**src/swk_pkg.sv**
```systemverilog
package swk_pkg;

    // =========================================================
    // register addresses (7-bit frame address)
    localparam logic [6:0] ADR_PAY3 = 7'h30;
    localparam logic [6:0] ADR_PAY2 = 7'h31;
    localparam logic [6:0] ADR_PAY1 = 7'h32;
    localparam logic [6:0] ADR_PAY0 = 7'h33;
    localparam logic [6:0] ADR_FD = 7'h34;
    localparam logic [6:0] ADR_TRIM = 7'h38;
    localparam logic [6:0] ADR_OPT = 7'h39;
    localparam logic [6:0] ADR_CALH = 7'h3a;
    localparam logic [6:0] ADR_CALL = 7'h3b;

    // =========================================================
    // field positions
    localparam int FD_EN_BIT = 0;
    localparam int FD_FILT_LSB = 1;
    localparam int FD_FILT_MSB = 3;
    localparam int FD_BYP_BIT = 4;
    localparam int FD_ERRDIS_BIT = 5;
    localparam int TRIM_RSV_BIT = 7;
    localparam int TRIM_MSB = 6;
    localparam int OPT_RXSEL_BIT = 7;
    localparam int OPT_RSV_MSB = 4;
    localparam logic [1:0] TRIM_EN_OPEN = 2'h3;

    // =========================================================
    // reset values
    localparam logic [7:0] BYTE_RST = 8'h00;
    localparam logic [2:0] FILT_RST = 3'h0;

    // =========================================================
    // dominant filter times
    localparam logic [2:0] FILT_LONG_CODE = 3'h7;
    localparam logic [9:0] FILT_STEP_NS = 10'd50;
    localparam logic [9:0] FILT_LONG_NS = 10'd700;

    // =========================================================
    // frame format
    localparam int FRAME_BITS = 16;
    localparam logic [4:0] FRAME_LEN = 5'h10;
    localparam logic [4:0] DATA_START = 5'h08;

    // =========================================================
    // types
    typedef struct packed {
        logic [6:0] addr;
        logic wr;
        logic [7:0] data;
    } swk_frame_t;

    typedef enum logic [1:0] {
        FS_IDLE = 2'b01,
        FS_SHIFT = 2'b10
    } swk_fstate_t;

    typedef struct packed {
        logic [3:0][7:0] payload;
        logic fd_en;
        logic [2:0] fd_filt;
        logic byp;
        logic errdis;
        logic trim_rsv;
        logic [6:0] trim;
        logic rxsel;
        logic [4:0] opt_rsv;
        logic [7:0] cal_h;
        logic [7:0] cal_l;
        logic [9:0] filt_ns;
        logic errcnt_off;
    } swk_regs_t;

endpackage : swk_pkg

```
**src/swk_cfg_regs.sv**
```systemverilog
`timescale 1ns/1ns
`default_nettype none
// Functional notes
// - each of the four payload byte registers holds one wake-frame data byte, bit 0 lsb, bit 7 msb.
// - payload bytes clear to zero on power-on or soft reset, and a restart does not reinitialise them.
// - fd control bit 0 enables fd tolerant mode when one.
// - fd control bits 3:1 pick the dominant filter time, 50 ns steps from 50 to 350 ns, code 7 is 700 ns.
// - fd control bit 5 disables the error counter during selective wake only while fd tolerant mode is on.
// - the device clears the error counter disable bit when the bus silence timeout expires.
// - fd control bit 4 bypasses the analog receive filter while the dominant filter stays active.
// - the 7-bit oscillator trim field accepts writes only while trim enable is binary 11.
// - option bit 7 picks the wake receiver, 0 low power and 1 standard, writable only while trim enable is 11.
// - read-only reserved bits, fd control 7:6 and option 6:5, always read as zero.
// - both calibration registers expose an 8-bit read-only result that resets to zero.
// - access is a 16-bit frame of 7-bit address, access bit at bit 7 (0 is read), then a data byte.
module swk_cfg_regs
    import swk_pkg::*;
#(
    parameter logic [7:0] TRIM_PRESET = 8'h40, // arbitrary factory preset
    parameter logic [4:0] OPT_PRESET = 5'h00 // arbitrary factory preset
) (
    // clock and reset
    input wire logic MCLK,
    input wire logic NRST,
    input wire logic SOFT_RST,
    // serial frame pins
    input wire logic SCK,
    input wire logic CSN,
    input wire logic SDI,
    output logic SDO,
    // device status inputs
    input wire logic [1:0] TRIM_EN,
    input wire logic SILENCE_EXPIRED,
    input wire logic CAL_VALID,
    input wire logic [7:0] CAL_H_IN,
    input wire logic [7:0] CAL_L_IN,
    // configuration outputs
    output logic [3:0][7:0] PAYLOAD,
    output logic FD_TOL_EN,
    output logic [2:0] FD_FILT_CODE,
    output logic [9:0] FD_FILT_NS,
    output logic RX_FILT_BYPASS,
    output logic ERR_CNT_OFF,
    output logic [6:0] OSC_TRIM,
    output logic WAKE_RX_SEL
);

    swk_regs_t q_ff, nxt_q;
    swk_frame_t frame;
    logic done;
    logic wr_hit;
    logic [6:0] rd_addr;
    logic [7:0] rdata;
    logic trim_open;

    localparam swk_regs_t REGS_RST = '{payload: '0, fd_en: 1'b0, fd_filt: FILT_RST, byp: 1'b0,
        errdis: 1'b0, trim_rsv: TRIM_PRESET[TRIM_RSV_BIT], trim: TRIM_PRESET[TRIM_MSB:0],
        rxsel: 1'b0, opt_rsv: OPT_PRESET, cal_h: BYTE_RST, cal_l: BYTE_RST,
        filt_ns: FILT_STEP_NS, errcnt_off: 1'b0};

    // =========================================================
    // filter code to time in ns
    function automatic logic [9:0] filt_ns_f(input logic [2:0] code);
        logic [9:0] t;
        t = (code == FILT_LONG_CODE) ? FILT_LONG_NS : 10'(FILT_STEP_NS * ({7'h00, code} + 10'd1));
        return t;
    endfunction : filt_ns_f

    // =========================================================
    // serial frame engine
    swk_spi_frame u_frame (
        .clk(MCLK),
        .nrst(NRST),
        .sck(SCK),
        .csn(CSN),
        .sdi(SDI),
        .sdo(SDO),
        .rdata(rdata),
        .rd_addr(rd_addr),
        .done(done),
        .frame(frame)
    );

    assign trim_open = (TRIM_EN == TRIM_EN_OPEN);
    assign wr_hit = done & frame.wr; // access bit 0 means read only

    // =========================================================
    // read mux; unmapped addresses answer zero
    always_comb begin
        unique case (rd_addr)
            ADR_PAY3: rdata = q_ff.payload[3];
            ADR_PAY2: rdata = q_ff.payload[2];
            ADR_PAY1: rdata = q_ff.payload[1];
            ADR_PAY0: rdata = q_ff.payload[0];
            ADR_FD: rdata = {2'b00, q_ff.errdis, q_ff.byp, q_ff.fd_filt, q_ff.fd_en};
            ADR_TRIM: rdata = {q_ff.trim_rsv, q_ff.trim};
            ADR_OPT: rdata = {q_ff.rxsel, 2'b00, q_ff.opt_rsv};
            ADR_CALH: rdata = q_ff.cal_h;
            ADR_CALL: rdata = q_ff.cal_l;
            default: rdata = BYTE_RST;
        endcase
    end

    // =========================================================
    // next register state
    always_comb begin
        nxt_q = q_ff;
        // hardware clear first so a same-cycle software set wins
        if (SILENCE_EXPIRED) begin
            nxt_q.errdis = 1'b0;
        end
        // calibration results come only from the oscillator logic
        if (CAL_VALID) begin
            nxt_q.cal_h = CAL_H_IN;
            nxt_q.cal_l = CAL_L_IN;
        end
        if (wr_hit) begin
            unique case (frame.addr)
                ADR_PAY3: nxt_q.payload[3] = frame.data;
                ADR_PAY2: nxt_q.payload[2] = frame.data;
                ADR_PAY1: nxt_q.payload[1] = frame.data;
                ADR_PAY0: nxt_q.payload[0] = frame.data;
                ADR_FD: begin
                    nxt_q.fd_en = frame.data[FD_EN_BIT];
                    nxt_q.fd_filt = frame.data[FD_FILT_MSB:FD_FILT_LSB];
                    nxt_q.byp = frame.data[FD_BYP_BIT];
                    nxt_q.errdis = frame.data[FD_ERRDIS_BIT];
                end
                ADR_TRIM: begin
                    // software is trusted to write back the preset
                    nxt_q.trim_rsv = frame.data[TRIM_RSV_BIT];
                    if (trim_open) begin
                        nxt_q.trim = frame.data[TRIM_MSB:0];
                    end
                end
                ADR_OPT: begin
                    nxt_q.opt_rsv = frame.data[OPT_RSV_MSB:0];
                    if (trim_open) begin
                        nxt_q.rxsel = frame.data[OPT_RXSEL_BIT];
                    end
                end
                default: begin
                    // calibration and unmapped writes are dropped
                end
            endcase
        end
        nxt_q.filt_ns = filt_ns_f(nxt_q.fd_filt);
        nxt_q.errcnt_off = nxt_q.errdis & nxt_q.fd_en;
        // soft reset equals power-on; restart never reaches this bank
        if (SOFT_RST) begin
            nxt_q = REGS_RST;
        end
    end

    // =========================================================
    // state register
    always_ff @(posedge MCLK or negedge NRST) begin
        if (!NRST) begin
            q_ff <= REGS_RST;
        end else begin
            q_ff <= nxt_q;
        end
    end

    // =========================================================
    // outputs
    assign PAYLOAD = q_ff.payload;
    assign FD_TOL_EN = q_ff.fd_en;
    assign FD_FILT_CODE = q_ff.fd_filt;
    assign FD_FILT_NS = q_ff.filt_ns;
    assign RX_FILT_BYPASS = q_ff.byp; // dominant filter unaffected by this bit
    assign ERR_CNT_OFF = q_ff.errcnt_off;
    assign OSC_TRIM = q_ff.trim;
    assign WAKE_RX_SEL = q_ff.rxsel; // software keeps this at one above 1 Mbit/s
endmodule : swk_cfg_regs
`default_nettype wire

```
**src/swk_spi_frame.sv**
```systemverilog
`timescale 1ns/1ns
`default_nettype none
module swk_spi_frame
    import swk_pkg::*;
(
    // clock and reset
    input wire logic clk,
    input wire logic nrst,
    // serial pins, sampled on clk
    input wire logic sck,
    input wire logic csn,
    input wire logic sdi,
    output logic sdo,
    // register side
    input wire logic [7:0] rdata,
    output logic [6:0] rd_addr,
    output logic done,
    output swk_frame_t frame
);

    typedef struct packed {
        swk_fstate_t st;
        logic [4:0] cnt;
        logic [FRAME_BITS-1:0] shreg;
        logic sck_q;
        logic sdo;
        logic done;
        logic [6:0] radr;
        swk_frame_t frame;
    } swk_fsh_t;

    swk_fsh_t q_ff, nxt_q;
    logic sck_rise, sck_fall;

    // =========================================================
    // shift engine: lsb first, sample on rise, drive on fall
    assign sck_rise = sck & ~q_ff.sck_q;
    assign sck_fall = ~sck & q_ff.sck_q;

    always_comb begin
        nxt_q = q_ff;
        nxt_q.sck_q = sck;
        nxt_q.done = 1'b0;
        unique case (q_ff.st)
            FS_IDLE: begin
                nxt_q.cnt = 5'h00;
                nxt_q.sdo = 1'b0;
                if (!csn) begin
                    nxt_q.st = FS_SHIFT;
                end
            end
            FS_SHIFT: begin
                if (csn) begin
                    // only a frame of exactly sixteen bits is acted on
                    nxt_q.st = FS_IDLE;
                    nxt_q.done = (q_ff.cnt == FRAME_LEN);
                    nxt_q.frame.addr = q_ff.shreg[6:0];
                    nxt_q.frame.wr = q_ff.shreg[7];
                    nxt_q.frame.data = q_ff.shreg[15:8];
                end else begin
                    // counting stops one past sixteen so a long frame is refused too
                    if (sck_rise && q_ff.cnt <= FRAME_LEN) begin
                        nxt_q.shreg = {sdi, q_ff.shreg[FRAME_BITS-1:1]};
                        nxt_q.cnt = q_ff.cnt + 5'h01;
                    end
                    // hold the address once it is complete; the shifter keeps moving under the data byte
                    if (nxt_q.cnt == DATA_START) begin
                        nxt_q.radr = nxt_q.shreg[14:8];
                    end
                    // the data byte answers with the addressed register
                    if (sck_fall) begin
                        nxt_q.sdo = (q_ff.cnt >= DATA_START && q_ff.cnt < FRAME_LEN) ?
                                    rdata[q_ff.cnt[2:0]] : 1'b0;
                    end
                end
            end
        endcase
    end

    // =========================================================
    // state register
    always_ff @(posedge clk or negedge nrst) begin
        if (!nrst) begin
            q_ff <= '{st: FS_IDLE, cnt: 5'h00, shreg: 16'h0000, sck_q: 1'b0, sdo: 1'b0,
                      done: 1'b0, radr: 7'h00, frame: '0};
        end else begin
            q_ff <= nxt_q;
        end
    end

    // address latched after eight rising edges, stable for the whole data byte
    assign rd_addr = q_ff.radr;
    assign sdo = q_ff.sdo;
    assign done = q_ff.done;
    assign frame = q_ff.frame;

endmodule : swk_spi_frame
`default_nettype wire
```
**config.mk**
```make
export PLATFORM = sky130hd
export DESIGN_NAME = swk_cfg_regs
export DESIGN_NICKNAME = d
export VERILOG_FILES = /design/src/swk_pkg.sv /design/src/swk_cfg_regs.sv /design/src/swk_spi_frame.sv
export SDC_FILE = /design/constraint.sdc
export NUM_CORES = 1
export LEC_CHECK = 0
export ABC_AREA = 1
export BUFFER_PORTS_ARGS = -buffer_cell sky130_fd_sc_hd__buf_2
export CAP_MARGIN = 20
export CORE_MARGIN = 2
export CORE_UTILIZATION = 50
export DETAILED_ROUTE_END_ITERATION = 8
export GPL_ROUTABILITY_DRIVEN = 0
export PLACE_DENSITY = 0.7
export SYNTH_ARGS = -nofsm -noshare
export SYNTH_HDL_FRONTEND = slang
export SYNTH_HIERARCHICAL = 1
export SYNTH_SLANG_ARGS = --single-unit
```
**constraint.sdc**
```tcl
create_clock -name MCLK -period 6.1 [get_ports MCLK]
set_input_delay 0.915 -clock MCLK [delete_from_list [all_inputs] [get_ports MCLK]]
set_output_delay 0.915 -clock MCLK [all_outputs]
set_load 0.03 [all_outputs]
```
### After elaboration in Yosys (flattened, before gate mapping)

Index checks and enable logic that the tools add are counted.

| operators by class | value |
|---|---|
| add/subtract/negate cells | 2 |
| $mul | 1 |
| $lt $le $gt $ge | 4 |
| equal/unequal tests | 27 |
| multiplexer cells | 33 |
| bitwise logic cells | 7 |
| reductions and logical operators | 27 |

Operators by type and width:

| cell | number |
|---|---|
| equality test 7 x 6 -> 1 bit (second input constant) | 16 |
| two-way mux 21 bit | 4 |
| two-way mux 79 bit | 1 |
| one-hot mux 8 bit (9 select lines) | 1 |
| two-way mux 52 bit | 1 |
| two-way mux 8 bit | 5 |
| two-way mux 16 bit | 2 |
| two-way mux 24 bit | 1 |
| AND reduction 2 bit | 11 |
| two-way mux 7 bit | 3 |
| nonzero test 2 bit | 10 |
| one-hot mux 7 bit (2 select lines) | 1 |
| two-way mux 6 bit | 2 |
| AND reduction 3 bit | 4 |
| two-way mux 10 bit | 1 |
| multiplier 5 x 4 -> 9 bit (first input constant) | 1 |
| two-way mux 1 bit | 7 |
| inequality test 2 bit (second input constant) | 3 |
| adder 5 x 1 -> 5 bit (second input constant) | 1 |
| equality test 5 x 4 -> 1 bit (second input constant) | 1 |
| equality test 5 bit (second input constant) | 1 |
| >= comparator 5 x 4 -> 1 bit (second input constant) | 1 |
| less-or-equal comparator 5 bit (second input constant) | 1 |
| less-than comparator 5 bit (second input constant) | 1 |
| 13 further kinds | 21 |

| word-level totals | value |
|---|---|
| bits in registers | 128 |
| bits of input ports | 26 |
| logic and storage cells | 128 |

### Logic depth before layout (Yosys ltp)

| logic depth | value |
|---|---|
| depth after elaboration | 10 |
| gate-level depth with buffers | 17 |
| mapped depth without buffers | 16 |

### Hierarchy

The synthesis kept the hierarchy.

By module, submodules not included:

| module | times used | cells each | area each (um^2) | seq. area each (um^2) |
|---|---|---|---|---|
| swk_cfg_regs | 1 | 514 | 4255.3 | 1956.9 |
| swk_spi_frame | 1 | 288 | 2426.1 | 1227.4 |

### Worst setup path before layout

No wires, ideal clock.

| timing path | value |
|---|---|
| path kind | flip-flop to flip-flop |
| from | reg u_frame.q_ff, in the netlist u_frame/frame[9] |
| to | reg q_ff, in the netlist FD_FILT_NS[7] |
| arrival | 2603 ps |
| data required time | 5980 ps |
| setup slack | 3377 ps |
| stages on the path, launching flop included | 17 |
| path buffers | 1 |
| period minus slack after synthesis | 2723 ps |
| cells stage by stage | dfrtp_1 -> buf_4 -> inv_1 -> nand2_1 -> nor2_4 -> nand2_4 -> nand2_1 -> nand2_1 -> ha_1 -> ha_1 -> nand2_1 -> inv_1 -> nor2_1 -> fa_1 -> xor2_1 -> o21ai_0 -> inv_1 |

RTL lines:

| item | line | RTL |
|---|---|---|
| start: declaration | swk_spi_frame.sv:32 | `swk_fsh_t q_ff, nxt_q;` |
| start signal: assignment | swk_spi_frame.sv:84 | `q_ff <= '{st: FS_IDLE, cnt: 5'h00, shreg: 16'h0000, sck_q: 1'b0, sdo: 1'b0,` |
| start signal: assignment | swk_spi_frame.sv:87 | `q_ff <= nxt_q;` |
| end signal: assignment | swk_cfg_regs.sv:161 | `q_ff <= nxt_q;` |
| end: declaration | swk_cfg_regs.sv:48 | `swk_regs_t q_ff, nxt_q;` |

==> impl_metrics.env <==
export IMPL_cts_tree="built"
export IMPL_setup_viol=0
export IMPL_syn_avg_cell_area_sq_um=8.33
export IMPL_dp_cells=964
export IMPL_worst_slew_pin_slew_ns=0.990
export IMPL_drt_total_wl_um=15000
export IMPL_final_antenna_net_count=0
export IMPL_drt_iter0_markers=350
export IMPL_powerDensity_nw_per_um2=307
export IMPL_crit_type="reg -> reg"
export IMPL_cts_max_level=4
export IMPL_clk_latency_ns=0.42
export IMPL_fmax_mhz=344
export IMPL_arrival_ns=3.22
export IMPL_overflow=0
export IMPL_hpwl_um=10900
export IMPL_reg2reg_from="u_frame/frame[9]$_DFFE_PN0P_"
export IMPL_crit_buf_inv=3
export IMPL_synth_seq_cells=127
export IMPL_cp_start_kind="flip-flop"
export IMPL_finalMaxSlewViolations=0
export IMPL_cts_num_sinks=127
export IMPL_grt_pass1_vias=4781
export IMPL_ys_dominant_reg_cell="dfrtp_1"
export IMPL_syn_cell_area_sq_um=6680
export IMPL_cts_clk_slew_worst_paths_ns=0.06
export IMPL_yosysWarnings=6
export IMPL_io_buffers=81
export IMPL_yosysTopAreaCellShare_pct=45.7
export IMPL_worstPathRequired_ns=6.41
export IMPL_async_reset_ff_share_pct=100
export IMPL_grt_usage_pct=22.3
export IMPL_coreArea_sq_um=13100
export IMPL_clock_skew_ns=0.00768
export IMPL_rows=42
export IMPL_cp_slowest_cell="fa_1"
export IMPL_synth_edff_count=0
export IMPL_avgRoutedWirePerCell_um=15.0
export IMPL_fin_nets=843
export IMPL_postCtsHoldBufs=0
export IMPL_grt_max_degree=69
export IMPL_cp_common_cell="nand2_1"
export IMPL_layout_cells_non_filler=996
export IMPL_path_delay_family="adder cells"
export IMPL_die_h_um=120
export IMPL_hold_path_class="reg -> reg"
export IMPL_cts_root_buf="clkbuf_16"
export IMPL_ys_types=40
export IMPL_syn_to_final_growth_pct=8.75
export IMPL_antenna_cells=0
export IMPL_fin_crit_ns=2.91
export IMPL_rsz0062_at_grt="false"
export IMPL_dieArea_sq_um=14300
export IMPL_cts_path_max_buffers=2
export IMPL_vdd_drop_max_mv=0.144
export IMPL_post_drt_via_cell_ratio=5.18
export IMPL_drive_above_1_share_pct=18.7
export IMPL_cp_startpoint="u_frame/frame[9]$_DFFE_PN0P_"
export IMPL_antenna_found_initial=0
export IMPL_grt_pass1_wl_um=24600
export IMPL_hold_violations=0
export IMPL_synth_area_leader_cell="dfrtp_1"
export IMPL_worstSetupEndpointType="flip-flop"
export IMPL_crit_path_max_fanout=8
export IMPL_slew_headroom_pct=33.9
export IMPL_fillers=1207
export IMPL_outcome="finished, final reports clean"
export IMPL_p_total_mw=2.23
export IMPL_numCtsBuffers=17
export IMPL_post_route_period_util_pct=47.7
export IMPL_worstHoldStart="u_frame/q_ff[26]$_DFFE_PN0P_"
export IMPL_drc_errors=0
export IMPL_ioPinCount=83
export IMPL_ys_seq_area_share_pct=47.7
export IMPL_vias=5162
export IMPL_drv_cap=0
export IMPL_ctsResizeCount=0
export IMPL_crit_path_max_incr_delay_ns=0.47
export IMPL_cts_setup_buffers=0
export IMPL_start_util_pct=50.9
export IMPL_r2r_slack_ns=3.19
export IMPL_dr_pass1_iters=6
export IMPL_setup_tns_ns=0
export IMPL_synth_area_top_cells="dfrtp_1, nand2_1, buf_4"
export IMPL_path_cells="inv_1 -> nand2_1 -> nor2_4 -> nand2_4 -> nand2_1 -> nand2_1 -> ha_1 -> ha_1 -> nand2_1 -> inv_1 -> nor2_1 -> fa_1 -> xor2_1 -> o21ai_0 -> inv_1"
export IMPL_synth_cells=802
export IMPL_die_x_um=120
export IMPL_leakage_nw=3.57
power breakdown:
group	switching, mW	internal, mW
Combinational	0.154	0.0624
Clock	0.354	0.701
Sequential	0.0487	0.909
per-layer routing:
| metal | vias up | track usage (%) | wire length (um) |
|---|---|---|---|
| met2 | 148 | 33.3 | 6810 |
| met5 | - | 0 | 0 |
| met4 | 0 | 12.5 | 582 |
| met1 | 2443 | 30.9 | 6900 |
| met3 | 35 | 3.90 | 691 |
| li1 | 2536 | - | - |
metrics by stage:
step / hold WS (ns) / utilization [%] / instance area (sq um) / setup WS (ns)
6_report: 0.479 / 55.3 / 7270 / 3.19
5_1_grt: 0.511 / 55.3 / 7270 / 2.96
4_1_cts: 0.482 / 55.3 / 7270 / 3.21
3_5_place_dp: 0.468 / 50.6 / 6640 / 3.26
3_3_place_gp: 0.455 / 50.6 / 6640 / 3.33
2_1_floorplan: 0.443 / - / 6690 / 3.38
state kept, by name, summed over array words and instances, names as in the netlist:
register / cells
WAKE_RX_SEL: 1
u_frame/rd_addr: 7
PAYLOAD: 32
q_ff: 23
u_frame/q_ff: 24
FD_TOL_EN: 1
u_frame/frame: 16
OSC_TRIM: 7
ERR_CNT_OFF: 1
FD_FILT_NS: 9
RX_FILT_BYPASS: 1
u_frame/sdo: 1
FD_FILT_CODE: 3
u_frame/done: 1
path summary, 6_finish.rpt:
path / end / cells after the start
max: FD_FILT_NS[7]$_DFF_PN0_ / 15
min: u_frame/frame[9]$_DFFE_PN0P_ / 2
max reg2reg: FD_FILT_NS[7]$_DFF_PN0_ / 15
min reg2reg: u_frame/frame[9]$_DFFE_PN0P_ / 2
max in group asynchronous: u_frame/q_ff[27]$_DFFE_PN0P_ / 2
min in group asynchronous: PAYLOAD[25]$_DFFE_PN0P_ / 1
cells by family (layout without fill, tap and decap cells):
kind of cell | Yosys count | in the layout | synth area share, %
AO/OA/AOI/OAI | 160 | 160 | 13.7
other | 1 | 2 | 0.0561
adder cells (fa/ha/maj) | 10 | 10 | 1.99
XOR/XNOR | 3 | 3 | 0.393
flip-flops | 127 | 127 | 47.7
AND/OR/NAND/NOR | 307 | 307 | 20.5
buffers and inverters | 194 | 211 | 15.7
synthesized netlist by cell type (all sizes together) (2+ instances only):
library cell  count
inv              95
o2111ai           3
a211oi            2
nand4             8
buf              88
o21ai           116
xor2              3
o31ai             2
o211ai            3
nor2             55
dfstp             5
o22ai            11
a21oi            15
nor3              4
nand2           184
a31oi             3
ha                9
dfrtp           122
a221oi            4
nand3            53
clkbuf           11
worst reg2reg max path, cell delays in order (launching register included):
cell and delay, ns:
dfrtp_1 0.40, inv_1 0.08, nand2_1 0.10, nor2_4 0.16, nand2_4 0.11, nand2_1 0.07
nand2_1 0.16, ha_1 0.27, ha_1 0.38, nand2_1 0.08, inv_1 0.09, nor2_1 0.08
fa_1 0.47, xor2_1 0.18, o21ai_0 0.14, inv_1 0.05
placed cells by master, fill, tap and decap left out, types with 3 or more instances in the layout:
cell type / synthesis / final
a21oi_1: 15 / 15
a221oi_1: 4 / 4
a31oi_1: 3 / 3
buf_2: 8 / 80
buf_4: 77 / 4
bufinv_16: 0 / 4
clkbuf_16: 0 / 17
clkinv_2: 0 / 4
clkinvlp_4: 0 / 3
dfrtp_1: 122 / 122
dfstp_2: 5 / 5
ha_1: 9 / 9
inv_1: 91 / 91
inv_2: 4 / 4
nand2_1: 175 / 175
nand2_2: 4 / 4
nand2_4: 5 / 5
nand3_1: 50 / 50
nand4_1: 7 / 7
nor2_1: 49 / 49
nor2_4: 3 / 3
nor3_1: 4 / 4
o2111ai_1: 3 / 3
o211ai_1: 3 / 3
o21ai_0: 106 / 106
o21ai_2: 9 / 9
o22ai_1: 11 / 11
xor2_1: 3 / 3
cell type report:
type / instances / area, sq um / share of cell area [%]
Tap cell: 176 / 220 / 3.03
Sequential cell: 127 / 3180 / 43.8
Inverter: 95 / 357 / 4.91
Clock buffer: 21 / 460 / 6.34
Timing Repair Buffer: 84 / 430 / 5.92
Multi-Input combinational cell: 482 / 2450 / 33.7
Clock inverter: 11 / 163 / 2.24
Power figures use the tool's default switching activity.
